File: src/hw/fbsr_defines.svh
// Constants for the flash bank status register block
`ifndef FBSR_DEFINES_SVH
`define FBSR_DEFINES_SVH
// ==========================================
// Status bit positions
`define FBSR_BIT_READY        7
`define FBSR_BIT_ERS_SUSP     6
`define FBSR_BIT_ERS_ERR      5
`define FBSR_BIT_PRG_ERR      4
`define FBSR_BIT_SUPPLY_ERR   3
`define FBSR_BIT_PRG_SUSP     2
`define FBSR_BIT_PROT_ERR     1
// ==========================================
// Reset value: ready, no suspend, no errors
`define FBSR_STATUS_RESET     8'h80
// ==========================================
// Suspend latencies
`define FBSR_CLK_PERIOD_NS    4
`define FBSR_ERS_SUSP_NS      30000
`define FBSR_PRG_SUSP_NS      5000
`define FBSR_ERS_SUSP_CYC     (`FBSR_ERS_SUSP_NS / `FBSR_CLK_PERIOD_NS)
`define FBSR_PRG_SUSP_CYC     (`FBSR_PRG_SUSP_NS / `FBSR_CLK_PERIOD_NS)
`endif

File: src/hw/fbsr_pkg.sv
// Types for the flash bank status register block
package fbsr_pkg;
    // ==========================================
    // Per-bank controller state
    typedef enum logic [2:0] {
        FBSR_IDLE,
        FBSR_PROGRAM,
        FBSR_ERASE,
        FBSR_SUSP_WAIT,
        FBSR_SUSPENDED
    } fbsr_state_e;

    typedef struct packed {
        fbsr_state_e state;
        logic        was_erase;
        logic [13:0] susp_cnt;
        logic [7:0]  status;
    } fbsr_bank_s;

    typedef struct packed {
        fbsr_bank_s [1:0] bank;
        logic [2:0]       ce_sync;
        logic [2:0]       oe_sync;
        logic             ce_lvl;
        logic             oe_lvl;
        logic [7:0]       held;
        logic             held_valid;
        logic [15:0]      dout;
        logic             dout_status;
    } fbsr_state_s;
endpackage

File: src/hw/fbsr_status.sv
// Dual-bank program/erase status register with output latching
`timescale 1ns/1ps
`include "fbsr_defines.svh"

module fbsr_status
    import fbsr_pkg::*;
(
    input  wire logic        i_clk_sys,
    input  wire logic        i_rst_b,
    input  wire logic        i_ce_b,
    input  wire logic        i_oe_b,
    input  wire logic        i_read_bank,
    input  wire logic        i_read_status,
    input  wire logic [15:0] i_array_data,
    input  wire logic [1:0]  i_cmd_program,
    input  wire logic [1:0]  i_cmd_erase,
    input  wire logic [1:0]  i_cmd_suspend,
    input  wire logic [1:0]  i_cmd_resume,
    input  wire logic [1:0]  i_cmd_clear,
    input  wire logic [1:0]  i_block_locked,
    input  wire logic [1:0]  i_supply_lockout_level,
    input  wire logic [1:0]  i_op_done,
    input  wire logic [1:0]  i_verify_fail,
    input  wire logic [1:0]  i_paused,
    output logic      [15:0] o_data,
    output logic             o_data_is_status,
    output logic      [1:0]  o_op_start,
    output logic      [1:0]  o_op_pause,
    output logic      [1:0]  o_op_resume,
    output logic      [1:0]  o_op_failed
);

    localparam logic [13:0] ERS_SUSP_CYC = 14'(`FBSR_ERS_SUSP_CYC);
    localparam logic [13:0] PRG_SUSP_CYC = 14'(`FBSR_PRG_SUSP_CYC);
    localparam logic [7:0]  ERR_MASK     = 8'h3A;

    fbsr_state_s r;
    fbsr_state_s next_r;
    logic        ce_fall;
    logic        oe_fall;
    logic        released;

    // ==========================================
    // Enable pins: three-stage sync, change counted when stages two and three agree
    always_comb begin
        ce_fall  = (r.ce_sync[2] == r.ce_sync[1]) && r.ce_lvl && !r.ce_sync[2];
        oe_fall  = (r.oe_sync[2] == r.oe_sync[1]) && r.oe_lvl && !r.oe_sync[2];
        released = (r.ce_sync[2] == r.ce_sync[1]) && r.ce_sync[2] ||
                   (r.oe_sync[2] == r.oe_sync[1]) && r.oe_sync[2];
    end

    // ==========================================
    // Next-state logic for both banks and the read path
    always_comb begin
        next_r         = r;
        o_op_start     = 2'h0;
        o_op_pause     = 2'h0;
        o_op_resume    = 2'h0;
        o_op_failed    = 2'h0;
        next_r.ce_sync = {r.ce_sync[1:0], i_ce_b};
        next_r.oe_sync = {r.oe_sync[1:0], i_oe_b};
        if (r.ce_sync[2] == r.ce_sync[1]) begin
            next_r.ce_lvl = r.ce_sync[2];
        end
        if (r.oe_sync[2] == r.oe_sync[1]) begin
            next_r.oe_lvl = r.oe_sync[2];
        end

        // Each bank runs independently; no state is shared between them
        for (int b = 0; b < 2; b++) begin
            case (r.bank[b].state)
                FBSR_IDLE: begin
                    if (i_cmd_clear[b]) begin
                        next_r.bank[b].status = r.bank[b].status & ~ERR_MASK;
                    end else if (i_cmd_program[b] || i_cmd_erase[b]) begin
                        next_r.bank[b].was_erase = i_cmd_erase[b];
                        if ((r.bank[b].status & ERR_MASK) != 8'h00) begin
                            o_op_failed[b] = 1'b1;
                        end else if (i_supply_lockout_level[b]) begin
                            // Supply looked at only here, never mid-operation
                            next_r.bank[b].status[`FBSR_BIT_SUPPLY_ERR] = 1'b1;
                            o_op_failed[b] = 1'b1;
                        end else if (i_block_locked[b]) begin
                            next_r.bank[b].status[`FBSR_BIT_PROT_ERR] = 1'b1;
                            o_op_failed[b] = 1'b1;
                        end else begin
                            o_op_start[b] = 1'b1;
                            next_r.bank[b].state = i_cmd_erase[b] ? FBSR_ERASE : FBSR_PROGRAM;
                            next_r.bank[b].status[`FBSR_BIT_READY] = 1'b0;
                        end
                    end
                end
                FBSR_PROGRAM, FBSR_ERASE: begin
                    if (i_op_done[b]) begin
                        next_r.bank[b].state = FBSR_IDLE;
                        next_r.bank[b].status[`FBSR_BIT_READY] = 1'b1;
                        if (i_verify_fail[b]) begin
                            if (r.bank[b].was_erase) begin
                                next_r.bank[b].status[`FBSR_BIT_ERS_ERR] = 1'b1;
                            end else begin
                                next_r.bank[b].status[`FBSR_BIT_PRG_ERR] = 1'b1;
                            end
                        end
                    end else if (i_cmd_suspend[b]) begin
                        o_op_pause[b] = 1'b1;
                        next_r.bank[b].state = FBSR_SUSP_WAIT;
                        next_r.bank[b].susp_cnt = r.bank[b].was_erase ?
                                                  ERS_SUSP_CYC : PRG_SUSP_CYC;
                    end
                end
                FBSR_SUSP_WAIT: begin
                    // Ready stays low until the array engine reports the pause, the operation finishes or the suspend count runs out
                    if (i_op_done[b]) begin
                        next_r.bank[b].state = FBSR_IDLE;
                        next_r.bank[b].status[`FBSR_BIT_READY] = 1'b1;
                        if (i_verify_fail[b]) begin
                            if (r.bank[b].was_erase) begin
                                next_r.bank[b].status[`FBSR_BIT_ERS_ERR] = 1'b1;
                            end else begin
                                next_r.bank[b].status[`FBSR_BIT_PRG_ERR] = 1'b1;
                            end
                        end
                    end else if (i_paused[b] || r.bank[b].susp_cnt <= 14'h0001) begin
                        // Deadline forces the pause even if the engine is slow
                        next_r.bank[b].state = FBSR_SUSPENDED;
                        next_r.bank[b].status[`FBSR_BIT_READY] = 1'b1;
                        if (r.bank[b].was_erase) begin
                            next_r.bank[b].status[`FBSR_BIT_ERS_SUSP] = 1'b1;
                        end else begin
                            next_r.bank[b].status[`FBSR_BIT_PRG_SUSP] = 1'b1;
                        end
                    end else begin
                        next_r.bank[b].susp_cnt = r.bank[b].susp_cnt - 14'h0001;
                    end
                end
                FBSR_SUSPENDED: begin
                    if (i_cmd_resume[b]) begin
                        o_op_resume[b] = 1'b1;
                        next_r.bank[b].state = r.bank[b].was_erase ? FBSR_ERASE : FBSR_PROGRAM;
                        next_r.bank[b].status[`FBSR_BIT_READY]    = 1'b0;
                        next_r.bank[b].status[`FBSR_BIT_ERS_SUSP] = 1'b0;
                        next_r.bank[b].status[`FBSR_BIT_PRG_SUSP] = 1'b0;
                    end else if (i_cmd_clear[b]) begin
                        next_r.bank[b].status = r.bank[b].status & ~ERR_MASK;
                    end
                end
                default: begin
                    next_r.bank[b] = '{FBSR_IDLE, 1'b0, 14'h0000, `FBSR_STATUS_RESET};
                end
            endcase
            // Reserved bit held at zero; host masks it anyway
            next_r.bank[b].status[0] = 1'b0;
        end

        // Latch the addressed bank on an enable fall, hold until release
        if ((ce_fall || oe_fall) && !r.held_valid) begin
            next_r.held       = r.bank[i_read_bank].status;
            next_r.held_valid = 1'b1;
        end else if (released) begin
            next_r.held_valid = 1'b0;
        end

        // Busy bank hides its array behind its status
        if (i_read_status || r.bank[i_read_bank].state != FBSR_IDLE) begin
            next_r.dout_status = 1'b1;
            next_r.dout = {8'h00, r.held_valid ? r.held : r.bank[i_read_bank].status};
        end else begin
            next_r.dout_status = 1'b0;
            next_r.dout = i_array_data;
        end
    end

    // ==========================================
    // State register; reset clears errors and leaves banks ready
    always_ff @(posedge i_clk_sys or negedge i_rst_b) begin
        if (!i_rst_b) begin
            r.bank[0]    <= '{FBSR_IDLE, 1'b0, 14'h0000, `FBSR_STATUS_RESET};
            r.bank[1]    <= '{FBSR_IDLE, 1'b0, 14'h0000, `FBSR_STATUS_RESET};
            r.ce_sync    <= 3'h7;
            r.oe_sync    <= 3'h7;
            r.ce_lvl     <= 1'b1;
            r.oe_lvl     <= 1'b1;
            r.held       <= 8'h00;
            r.held_valid <= 1'b0;
            r.dout       <= 16'h0000;
            r.dout_status <= 1'b0;
        end else begin
            r <= next_r;
        end
    end

    assign o_data           = r.dout;
    assign o_data_is_status = r.dout_status;

endmodule // fbsr_status

File: config.mk
export PLATFORM = sky130hd
export DESIGN_NAME = fbsr_status
export DESIGN_NICKNAME = d
export VERILOG_FILES = /design/src/hw/fbsr_pkg.sv /design/src/hw/fbsr_status.sv
export VERILOG_INCLUDE_DIRS = /design/src /design/src/hw
export SDC_FILE = /design/constraint.sdc
export NUM_CORES = 1
export LEC_CHECK = 0
export ABC_AREA = 1
export BUFFER_PORTS_ARGS = -buffer_cell sky130_fd_sc_hd__buf_4
export CAP_MARGIN = 15
export CORE_UTILIZATION = 40
export DETAILED_ROUTE_END_ITERATION = 6
export SETUP_SLACK_MARGIN = 0.1
export SYNTH_ARGS = -nofsm -noshare
export SYNTH_HDL_FRONTEND = slang
export SYNTH_SLANG_ARGS = --single-unit
File: constraint.sdc
create_clock -name i_clk_sys -period 2.2 [get_ports i_clk_sys]
set_clock_uncertainty 0.2 [all_clocks]
set_input_delay 0.33 -clock i_clk_sys [delete_from_list [all_inputs] [get_ports i_clk_sys]]
set_output_delay 0.33 -clock i_clk_sys [all_outputs]
set_load 0.01 [all_outputs]
Yosys cells after proc, flatten, opt, wreduce, memory -nomap -nowiden
Cells that the tools add are included.
{"block": "totals", "out_inout_bits": 25, "wordCells": 316, "in_bits": 42, "regBits": 84}
{"block": "classes", "muxes": 152, "order_cmp": 3, "n_eq_ne": 66, "add_sub_neg": 2, "n_reduce_logical": 53, "n_bitwise": 12}
{"cell": "14-bit two-way mux", "n": 8}
{"cell": "14-bit one-hot mux with 3 select lines", "n": 2}
{"cell": "1-bit two-way mux", "n": 80}
{"cell": "2-bit inequality test (second input constant)", "n": 36}
{"cell": "3-bit two-way mux", "n": 18}
{"cell": "26-bit two-way mux", "n": 2}
{"cell": "6-bit AND reduction", "n": 8}
{"cell": "3-bit inequality test (second input constant)", "n": 14}
{"cell": "2-bit two-way mux", "n": 16}
{"cell": "8-bit AND reduction", "n": 4}
{"cell": "14-bit by 1-bit <= comparator with 1-bit output (second input constant)", "n": 2}
{"cell": "14-bit by 1-bit subtractor with 14-bit output (second input constant)", "n": 2}
{"cell": "13-bit two-way mux", "n": 2}
{"cell": "2-bit one-hot mux with 3 select lines", "n": 4}
{"cell": "3-bit one-hot mux with 4 select lines", "n": 2}
{"cell": "5-bit AND reduction", "n": 4}
{"cell": "17-bit two-way mux", "n": 1}
{"cell": "4-bit two-way mux", "n": 4}
{"cell": "1-bit one-hot mux with 4 select lines", "n": 4}
{"cell": "8-bit nonzero test", "n": 2}
{"cell": "7-bit AND reduction", "n": 2}
{"cell": "3-bit by 2-bit equality test with 1-bit output (second input constant)", "n": 4}
{"cell": "6-bit two-way mux", "n": 2}
{"cell": "2-bit by 1-bit inequality test with 1-bit output (second input constant)", "n": 6}
{"cell": "other kinds (18)", "n": 59}

Depth between registers and ports, before layout
Gate-level depths: netlist of the first run.
{"block": "logic_depth", "ltp_word": 7, "ltp_mapped": 13, "mapped_depth_nobuf": 12}

Worst setup path after synthesis of the first run
Ideal clock, no wire load.
{"block": "synth_timing", "kind": "register to register", "from": "register r[30] (netlist name)", "to": "register r[19] (netlist name)", "t_required_ns": 1.874, "setup_slack_ns": 0.335, "period_less_slack_ns": 1.865, "setup_ns": 0.126, "path_buffers": 1, "t_arrival_ns": 1.539, "stages_incl_launch_ff": 8, "cell_sequence": "dfstp_2 -> ha_1 -> or2_2 -> o22ai_1 -> nand2_1 -> inv_1 -> buf_2 -> o21ai_0"}
{"block": "synth_between", "elab_chain_cells": 5, "word_cells_on_any_way": 6}
{"element": "from (decl)", "line_no": "fbsr_status.sv:37", "text": "fbsr_state_s r;"}
{"element": "from (signal assigned)", "line_no": "fbsr_status.sv:188", "text": "r <= next_r;"}
{"element": "1-bit equality test", "line_no": "fbsr_status.sv:47", "text": "oe_fall = (r.oe_sync[2] == r.oe_sync[1]) && r.oe_lvl && !r.oe_sync[2];"}
{"element": "1-bit logical AND", "line_no": "fbsr_status.sv:47"}
{"element": "1-bit logical AND *", "line_no": "fbsr_status.sv:47"}
{"element": "1-bit logical OR *", "line_no": "fbsr_status.sv:156", "text": "if ((ce_fall || oe_fall) && !r.held_valid) begin"}
{"element": "1-bit logical AND *", "line_no": "fbsr_status.sv:156"}
Mark *: on every way between the ends. The rest lies on a longest branch, timed or not.
A chain may end at the register's enable or synchronous reset.

Worst setup path after layout of the first run
{"block": "layout_timing", "from": "register r[85] (netlist name)", "to": "output o_op_resume[1]"}
{"block": "layout_between", "elab_chain_cells": 2}
{"element": "3-bit equality test", "line_no": "fbsr_status.sv:71", "text": "case (r.bank[b].state)"}
{"element": "1-bit two-way mux", "line_no": "fbsr_status.sv:71"}
{"element": "to (decl)", "line_no": "fbsr_status.sv:29", "text": "output logic [1:0] o_op_resume,"}
Every way passes these cells.

==> out/qor.yml, run 1 <==
yosys:
  synth_area_per_cell_um2: 6.99
  synth_area_leader_cell: "dfrtp_1"
  ys_seq_area_share_pct: 42.7
  syn_nets: 748
  yosysTopAreaCellShare_pct: 37.3
  synthDistinctLibCells: 35
  synth_ff_type: "dfrtp_1"
  ys_ff_latch: 83
  ys_top_cells_by_area: "dfrtp_1, nand2_1, nor2_1"
  synth_area_um2: 4890
  synthTopCellsByCount: "nand2_1, nor2_1, inv_1, dfrtp_1, nand3_1"
  yosysWarnings: 0
  async_reset_ff_share_pct: 100
  syn_inst: 700
  synth_most_common_cell: "nand2_1"
  synth_edf_count: 0
sta:
  slew_headroom_pct: 61.2
  fin_crit_ns: 2.06
  rsz0062_at_grt: "yes"
  post-route-period-util_pct: 93.8
  tightestPinTransition_ns: 0.580
  hold_viol: 0
  holdWs_ns: 0.00914
  fmax_mhz: 485
  setup_viol: 0
  slew_viol_final: 0
  postLayoutSetupSlackWorst_ns: 0.137
  totalNegativeSetupSlack_ns: 0
floorplan:
  start_util_pct: 40.9
  num_rows: 40
  core-area_um2: 12000
  die_x_um: 113
  ios: 67
  die_h_um: 113
  dieArea_um2: 12700
detailed_routing:
  routed_wirelength_um: 11500
  route.detailed.drc: 0
  first_pass_iters: 4
  dr_total_vias: 4507
  antenna_left: 0
  vias_per_cell: 4.85
  drt_iter0_drc: 250
  wire_per_inst_um: 12.4
critical_path:
  crit_family: "flip-flops"
  cpMaxStageDelayCell: "dfrtp_1"
  critPathMaxStageDelay_ns: 0.47
  cp.required_ns: 1.67
  start_kind: "flip-flop"
  crit_buf_inv: 3
  crit_type: "flip-flop to output port"
  critPathCaptureType: "output port"
  path_cells: "inv_2 > buf_4 > nor3_1 > buf_4"
  critPathMaxFanout: 6
  arrival_ns: 1.53
  crit_top_cell: "buf_4"
cells_and_area:
  layout-drive-gt1-share_pct: 19.3
  layout.nets: 825
  fillers: 1193
  diodes: 0
  syn_to_final_growth_pct: 23.8
clock_tree:
  cts_root_buffer: "clkbuf_16"
  clockBufferDepth: 2
  cts_tree: "done"
  cts_buffers: 9
  cts.sinks: 83
  insertion_delay_ns: 0.34
  htree_levels: 3
  clk_pin_slew_ns: 0.06
placement:
  hpwl_um: 8450
  globalplace.congestion: 0.877
  place_ws_ns: 0.0537
  io_buffer_count: 66
global_routing:
  grt_use_total_pct: 19.7
  met2_usage_pct: 33.5
  grt_pass1_vias: 4412
  grt_pass1_wl_um: 19900
  use_met3_pct: 3.08
  grt_overflow: 0
  grt_use_met1_pct: 25.0
  grt_busiest_layer: "met2"
  antenna_found_initial: 0
  grt_max_degree: 38
pwr:
  p_leak_uw: 0.00319
  ir_drop_v: 0.000575
  p_per_area_nw_per_um2: 1360
flow_run:
  maxCapViolCount: 0
min_path:
  hold_class: "input pin to flip-flop"
outcome:
  outcome: "completed"
==> worst paths after layout <==
kind	from	endpoint	slack (ns)	depth (start not counted)
max in group asynchronous	i_rst_b	r[27]$_DFFE_PN1N_	0.92	3
min	i_array_data[8]	o_data[8]$_DFF_PN0_	0.009	3
max reg2reg	r[83]$_DFFE_PN0P_	r[84]$_DFFE_PN0P_	0.23	9
max	r[85]$_DFFE_PN0P_	o_op_resume[1]	0.14	4
min in group asynchronous	i_rst_b	r[78]$_DFFE_PN0P_	0.27	2
min reg2reg	next_r[29]$_DFF_PN1_	next_r[30]$_DFF_PN1_	0.16	0
==> routing by layer <==
| metal | part of all wire, % | vias to the layer above |
|---|---|---|
| li1 | - | 2334 |
| met1 | 46 | 2083 |
| met2 | 48 | 73 |
| met3 | 3.4 | 17 |
| met4 | 1.7 | 0 |
| met5 | 0 | - |
==> power breakdown <==
group | switching (uW) | internal [uW]
Clock | 630 | 1030
Sequential | 430 | 2090
Combinational | 2570 | 1490
==> worst min-delay path, stage by stage <==
cell and delay, ns:
buf_4 0.11, inv_1 0.04, nor2_1 0.04
==> layout make-up <==
| class | count | area [um2] | share of cell area, % |
|---|---|---|---|
| clock buffer | 11 | 243 | 4.01 |
| clock inverter | 5 | 82.6 | 1.36 |
| inverter | 95 | 360 | 5.95 |
| multi-input combinational | 496 | 2360 | 39.0 |
| sequential | 83 | 2090 | 34.5 |
| tap | 147 | 184 | 3.04 |
| timing repair buffer | 92 | 734 | 12.1 |
==> repair_timing <==
item,CTS,global route
endpoints found under the setup margin,16,29
endpoints found under the hold margin,38,0
resized for setup,17,10
hold buffers,11,0
pin swaps,5,5
setup buffers,5,1
==> state kept, by name, summed over array words and instances, names as in the netlist <==
name              count
o_data_is_status      1
o_data               16
r                    62
next_r                4
==> logic make-up after synthesis <==
logic type      count (synthesis)  share of synthesized area (%)
buf+inv                       121                           11.0
fa+ha+maj                       6                           1.53
flops                          83                           42.7
compound gates                 85                           9.39
xor+xnor                        3                          0.537
simple gates                  402                           34.8
==> stage by stage <==
step	cell area [um2]	utilization (%)	std cells	total power, uW
3_5_place_dp	5470	45.7	896	6350
2_1_floorplan	4890	-	700	5400
3_3_place_gp	5470	45.7	896	6290
5_1_grt	6060	50.6	929	9080
6_report	6060	50.6	929	8240
4_1_cts	6000	50.2	928	8210
==> layout by cell type (no fill, tap or decap), types with 2 or more instances in the layout <==
master           n
o21ai_4          2
dfrtp_1         73
nor3_1           3
nand2_1        216
a21oi_1         22
o21ai_0         43
buf_4           79
nand4_1         11
or2_2            5
o21ai_1          3
or2_1            2
a21boi_0         2
dlygate4sd3_1   11
clkbuf_16        9
nor2_1          88
nand2_2          6
nand3_1         50
inv_2            8
o211ai_1         2
nand2_4          4
nand3_2          2
inv_1           86
nor2_2           5
nor2_4           6
o21bai_1         2
xor2_1           3
a31oi_1          2
dfstp_2         10
ha_1             6
o31ai_1          3
bufinv_16        2
inv_6            2
(Power assumes the default switching activity.)
==> inputs of run 2 (changes only) <==
--- a/config.mk
+++ b/config.mk
@@ -7,7 +7,7 @@
 export NUM_CORES = 1
 export LEC_CHECK = 0
 export ABC_AREA = 1
-export BUFFER_PORTS_ARGS = -buffer_cell sky130_fd_sc_hd__buf_4
+export BUFFER_PORTS_ARGS = -buffer_cell sky130_fd_sc_hd__buf_2
 export CAP_MARGIN = 15
 export CORE_UTILIZATION = 40
 export DETAILED_ROUTE_END_ITERATION = 6
==> constraint.sdc (replaced) <==
create_clock -name i_clk_sys -period 2.05 [get_ports i_clk_sys]
set_clock_uncertainty 0.2 [all_clocks]
set_input_delay 0.3075 -clock i_clk_sys [delete_from_list [all_inputs] [get_ports i_clk_sys]]
set_output_delay 0.3075 -clock i_clk_sys [all_outputs]
set_load 0.01 [all_outputs]
==> run 2 against run 1 <==
First-iteration DRC count up 10%; power is 15% higher; core utilization up 2.1 points; worst hold slack better by 0.0070 ns; via count rose by 4.8%; wire length rose by 9.5%; critical path depth is 2 higher; die area is the same; sequential share of layout area shrank 1.3 points; sequential power is 7% higher; clock power rose by 8%.
==> out/qor.yml, run 2 (synthesis results as in run 1) <==
outcome:
  outcome: "completed"  # unchanged
cells_and_area:
  layout-drive-gt1-share_pct: 25.5  # was 19.3%
  final_cell_mix: "nand2_1, inv_1, nor2_1"  # was nand2_1, nor2_1, inv_1
  largest_reg_flops: 62  # unchanged
  multiInputGateArea_um2: 2470  # was 2360 um2
  fillers: 1172  # was 1193
  syn_to_final_growth_pct: 28.9  # was 23.8%
  layout.nets: 863  # was 825
  regArea_um2: 2090  # about the same
  diodes: 0  # unchanged
  final_common_cell: "nand2_1"  # unchanged
  instances_no_fill: 967  # was 929
  top_register: "r"  # unchanged
critical_path:
  start_kind: "flip-flop"  # unchanged
  reg2reg_depth: 10  # was 9
  arrival_ns: 1.51  # was 1.53 ns
  crit_type: "flip-flop to output port"  # unchanged
  r2r_setup_slack_ns: 0.19  # was 0.23 ns
  worstReg2RegEnd: "r[84]$_DFFE_PN0P_"  # unchanged
  cp.required_ns: 1.54  # was 1.67 ns
  reg2reg_from: "r[83]$_DFFE_PN0P_"  # unchanged
  critPathMaxFanout: 3  # was 6
  critPathCaptureType: "output port"  # unchanged
clock_tree:
  htree_levels: 3  # unchanged
  cts_tree: "done"  # unchanged
  clk_pin_slew_ns: 0.06  # about the same
  insertion_delay_ns: 0.34  # about the same
  cts_buffers: 9  # unchanged
  cts_root_buffer: "clkbuf_16"  # unchanged
  cts.sinks: 83  # unchanged
  clockBufferDepth: 2  # unchanged
sta:
  setup_viol: 0  # unchanged
  rsz0062_at_grt: "yes"  # unchanged
  slew_viol_final: 0  # unchanged
  tightestPinTransition_ns: 0.585  # was 0.580 ns
  holdWs_ns: 0.0162  # was 0.00914 ns
  fmax_mhz: 495
  post-route-period-util_pct: 98.5
  hold_viol: 0  # unchanged
  slew_headroom_pct: 60.8  # was 61.2%
  fin_crit_ns: 2.02
placement:
  globalplace.congestion: 0.863  # was 0.877
  io_buffer_count: 66  # unchanged
  hpwl_um: 8720  # was 8450 um
  dp_cells: 910  # was 896
pwr:
  p_leak_uw: 0.00336  # was 0.00319 uW
  ir_drop_v: 0.000851  # was 0.000575 V
  p_per_area_nw_per_um2: 1500  # was 1360 nW/um2
flow_run:
  maxCapViolCount: 0  # unchanged
global_routing:
  antenna_found_initial: 0  # unchanged
  grt_pass1_vias: 4389  # was 4412
  grt_pass1_wl_um: 20100  # was 19900 um
  grt_use_total_pct: 20.0  # was 19.7%
  grt_overflow: 0  # unchanged
  grt_max_degree: 40  # was 38
floorplan:
  die_h_um: 113  # unchanged
  die_x_um: 113  # unchanged
  start_util_pct: 40.9  # unchanged
  ios: 67  # unchanged
  core-area_um2: 12000  # unchanged
  num_rows: 40  # unchanged
  dieArea_um2: 12700  # unchanged
detailed_routing:
  routed_wirelength_um: 12600  # was 11500 um
  route.detailed.drc: 0  # unchanged
  wire_per_inst_um: 13.0  # was 12.4 um
  drt_iter0_drc: 276  # was 250
  vias_per_cell: 4.88  # was 4.85
  dr_total_vias: 4723  # was 4507
  first_pass_iters: 4  # unchanged
  antenna_left: 0  # unchanged
min_path:
  hold-path-endpoint: "o_data[2]$_DFF_PN0_"  # was o_data[8]$_DFF_PN0_
  worst_hold_startpoint: "i_array_data[2]"  # was i_array_data[8]
  whs_path_depth: 3  # unchanged
  hold_class: "input pin to flip-flop"  # unchanged
run 2: final cells by class:
cell class | instances | area share [%]
Tap cell | 147 | 2.92
Inverter | 95 | 5.77
Clock buffer | 11 | 3.85
Clock inverter | 5 | 1.37
Timing Repair inverter | 1 | 0.119
Multi-Input combinational cell | 497 | 39.2
Sequential cell | 83 | 33.2
Timing Repair Buffer | 128 | 13.6
run 2: routing by layer:
layer | GRT usage (%) | vias up | routed length, um
met5 | 0 | - | 0
met4 | 5.33 | 0 | 76
met3 | 4.54 | 10 | 479
met2 | 34.2 | 94 | 6390
met1 | 25.3 | 2210 | 5650
li1 | - | 2409 | -
run 2: where the power goes:
group	switching (uW)	internal, uW
sequential	448	2250
combinational	3060	1920
clock	694	1110
run 2: worst max path at each step:
| stage | end | from | depth (start not counted) |
|---|---|---|---|
| final | o_op_start[1] | r[84]$_DFFE_PN0P_ | 6 |
| after global placement | r[79]$_DFFE_PN0P_ | r[68]$_DFFE_PN0P_ | 11 |
| after floorplan | r[19]$_DFFE_PN0P_ | r[30]$_DFF_PN1_ | 7 |
| after detailed placement | r[76]$_DFFE_PN0P_ | r[68]$_DFFE_PN0P_ | 11 |
| after CTS | o_op_start[0] | r[57]$_DFFE_PN0P_ | 6 |
| after global routing | o_op_start[1] | r[84]$_DFFE_PN0P_ | 6 |
run 2: timing repair:
| action | 4_1_cts | 5_1_grt |
|---|---|---|
| endpoints found under the hold margin | 36 | 0 |
| gates resized for setup | 18 | 45 |
| gates cloned | 0 | 2 |
| setup endpoints to repair | 26 | 50 |
| hold buffers | 13 | 0 |
| setup buffers | 9 | 17 |
| pin swaps | 6 | 15 |
run 2: worst max-delay path: stages (launching register included):
cell and delay [ns]:
dfrtp_2 0.42, nor2_4 0.15, nand2_2 0.09, nor2_4 0.12
o21ai_2 0.09, nor4_2 0.13, buf_2 0.17
run 2: metrics by stage:
stage | utilization (%) | setup WS, ns | setup TNS (ns) | instance area [um2] | power (uW)
2_1_floorplan | - | 0.185 | 0 | 4890 | 5790
3_3_place_gp | 45.2 | -0.0457 | -0.444 | 5410 | 6820
3_5_place_dp | 45.2 | -0.106 | -0.967 | 5410 | 6900
6_report | 52.7 | 0.0312 | 0 | 6310 | 9470
4_1_cts | 50.0 | -0.0233 | -0.0327 | 5980 | 8930
5_1_grt | 52.7 | -0.0854 | -0.147 | 6310 | 10300
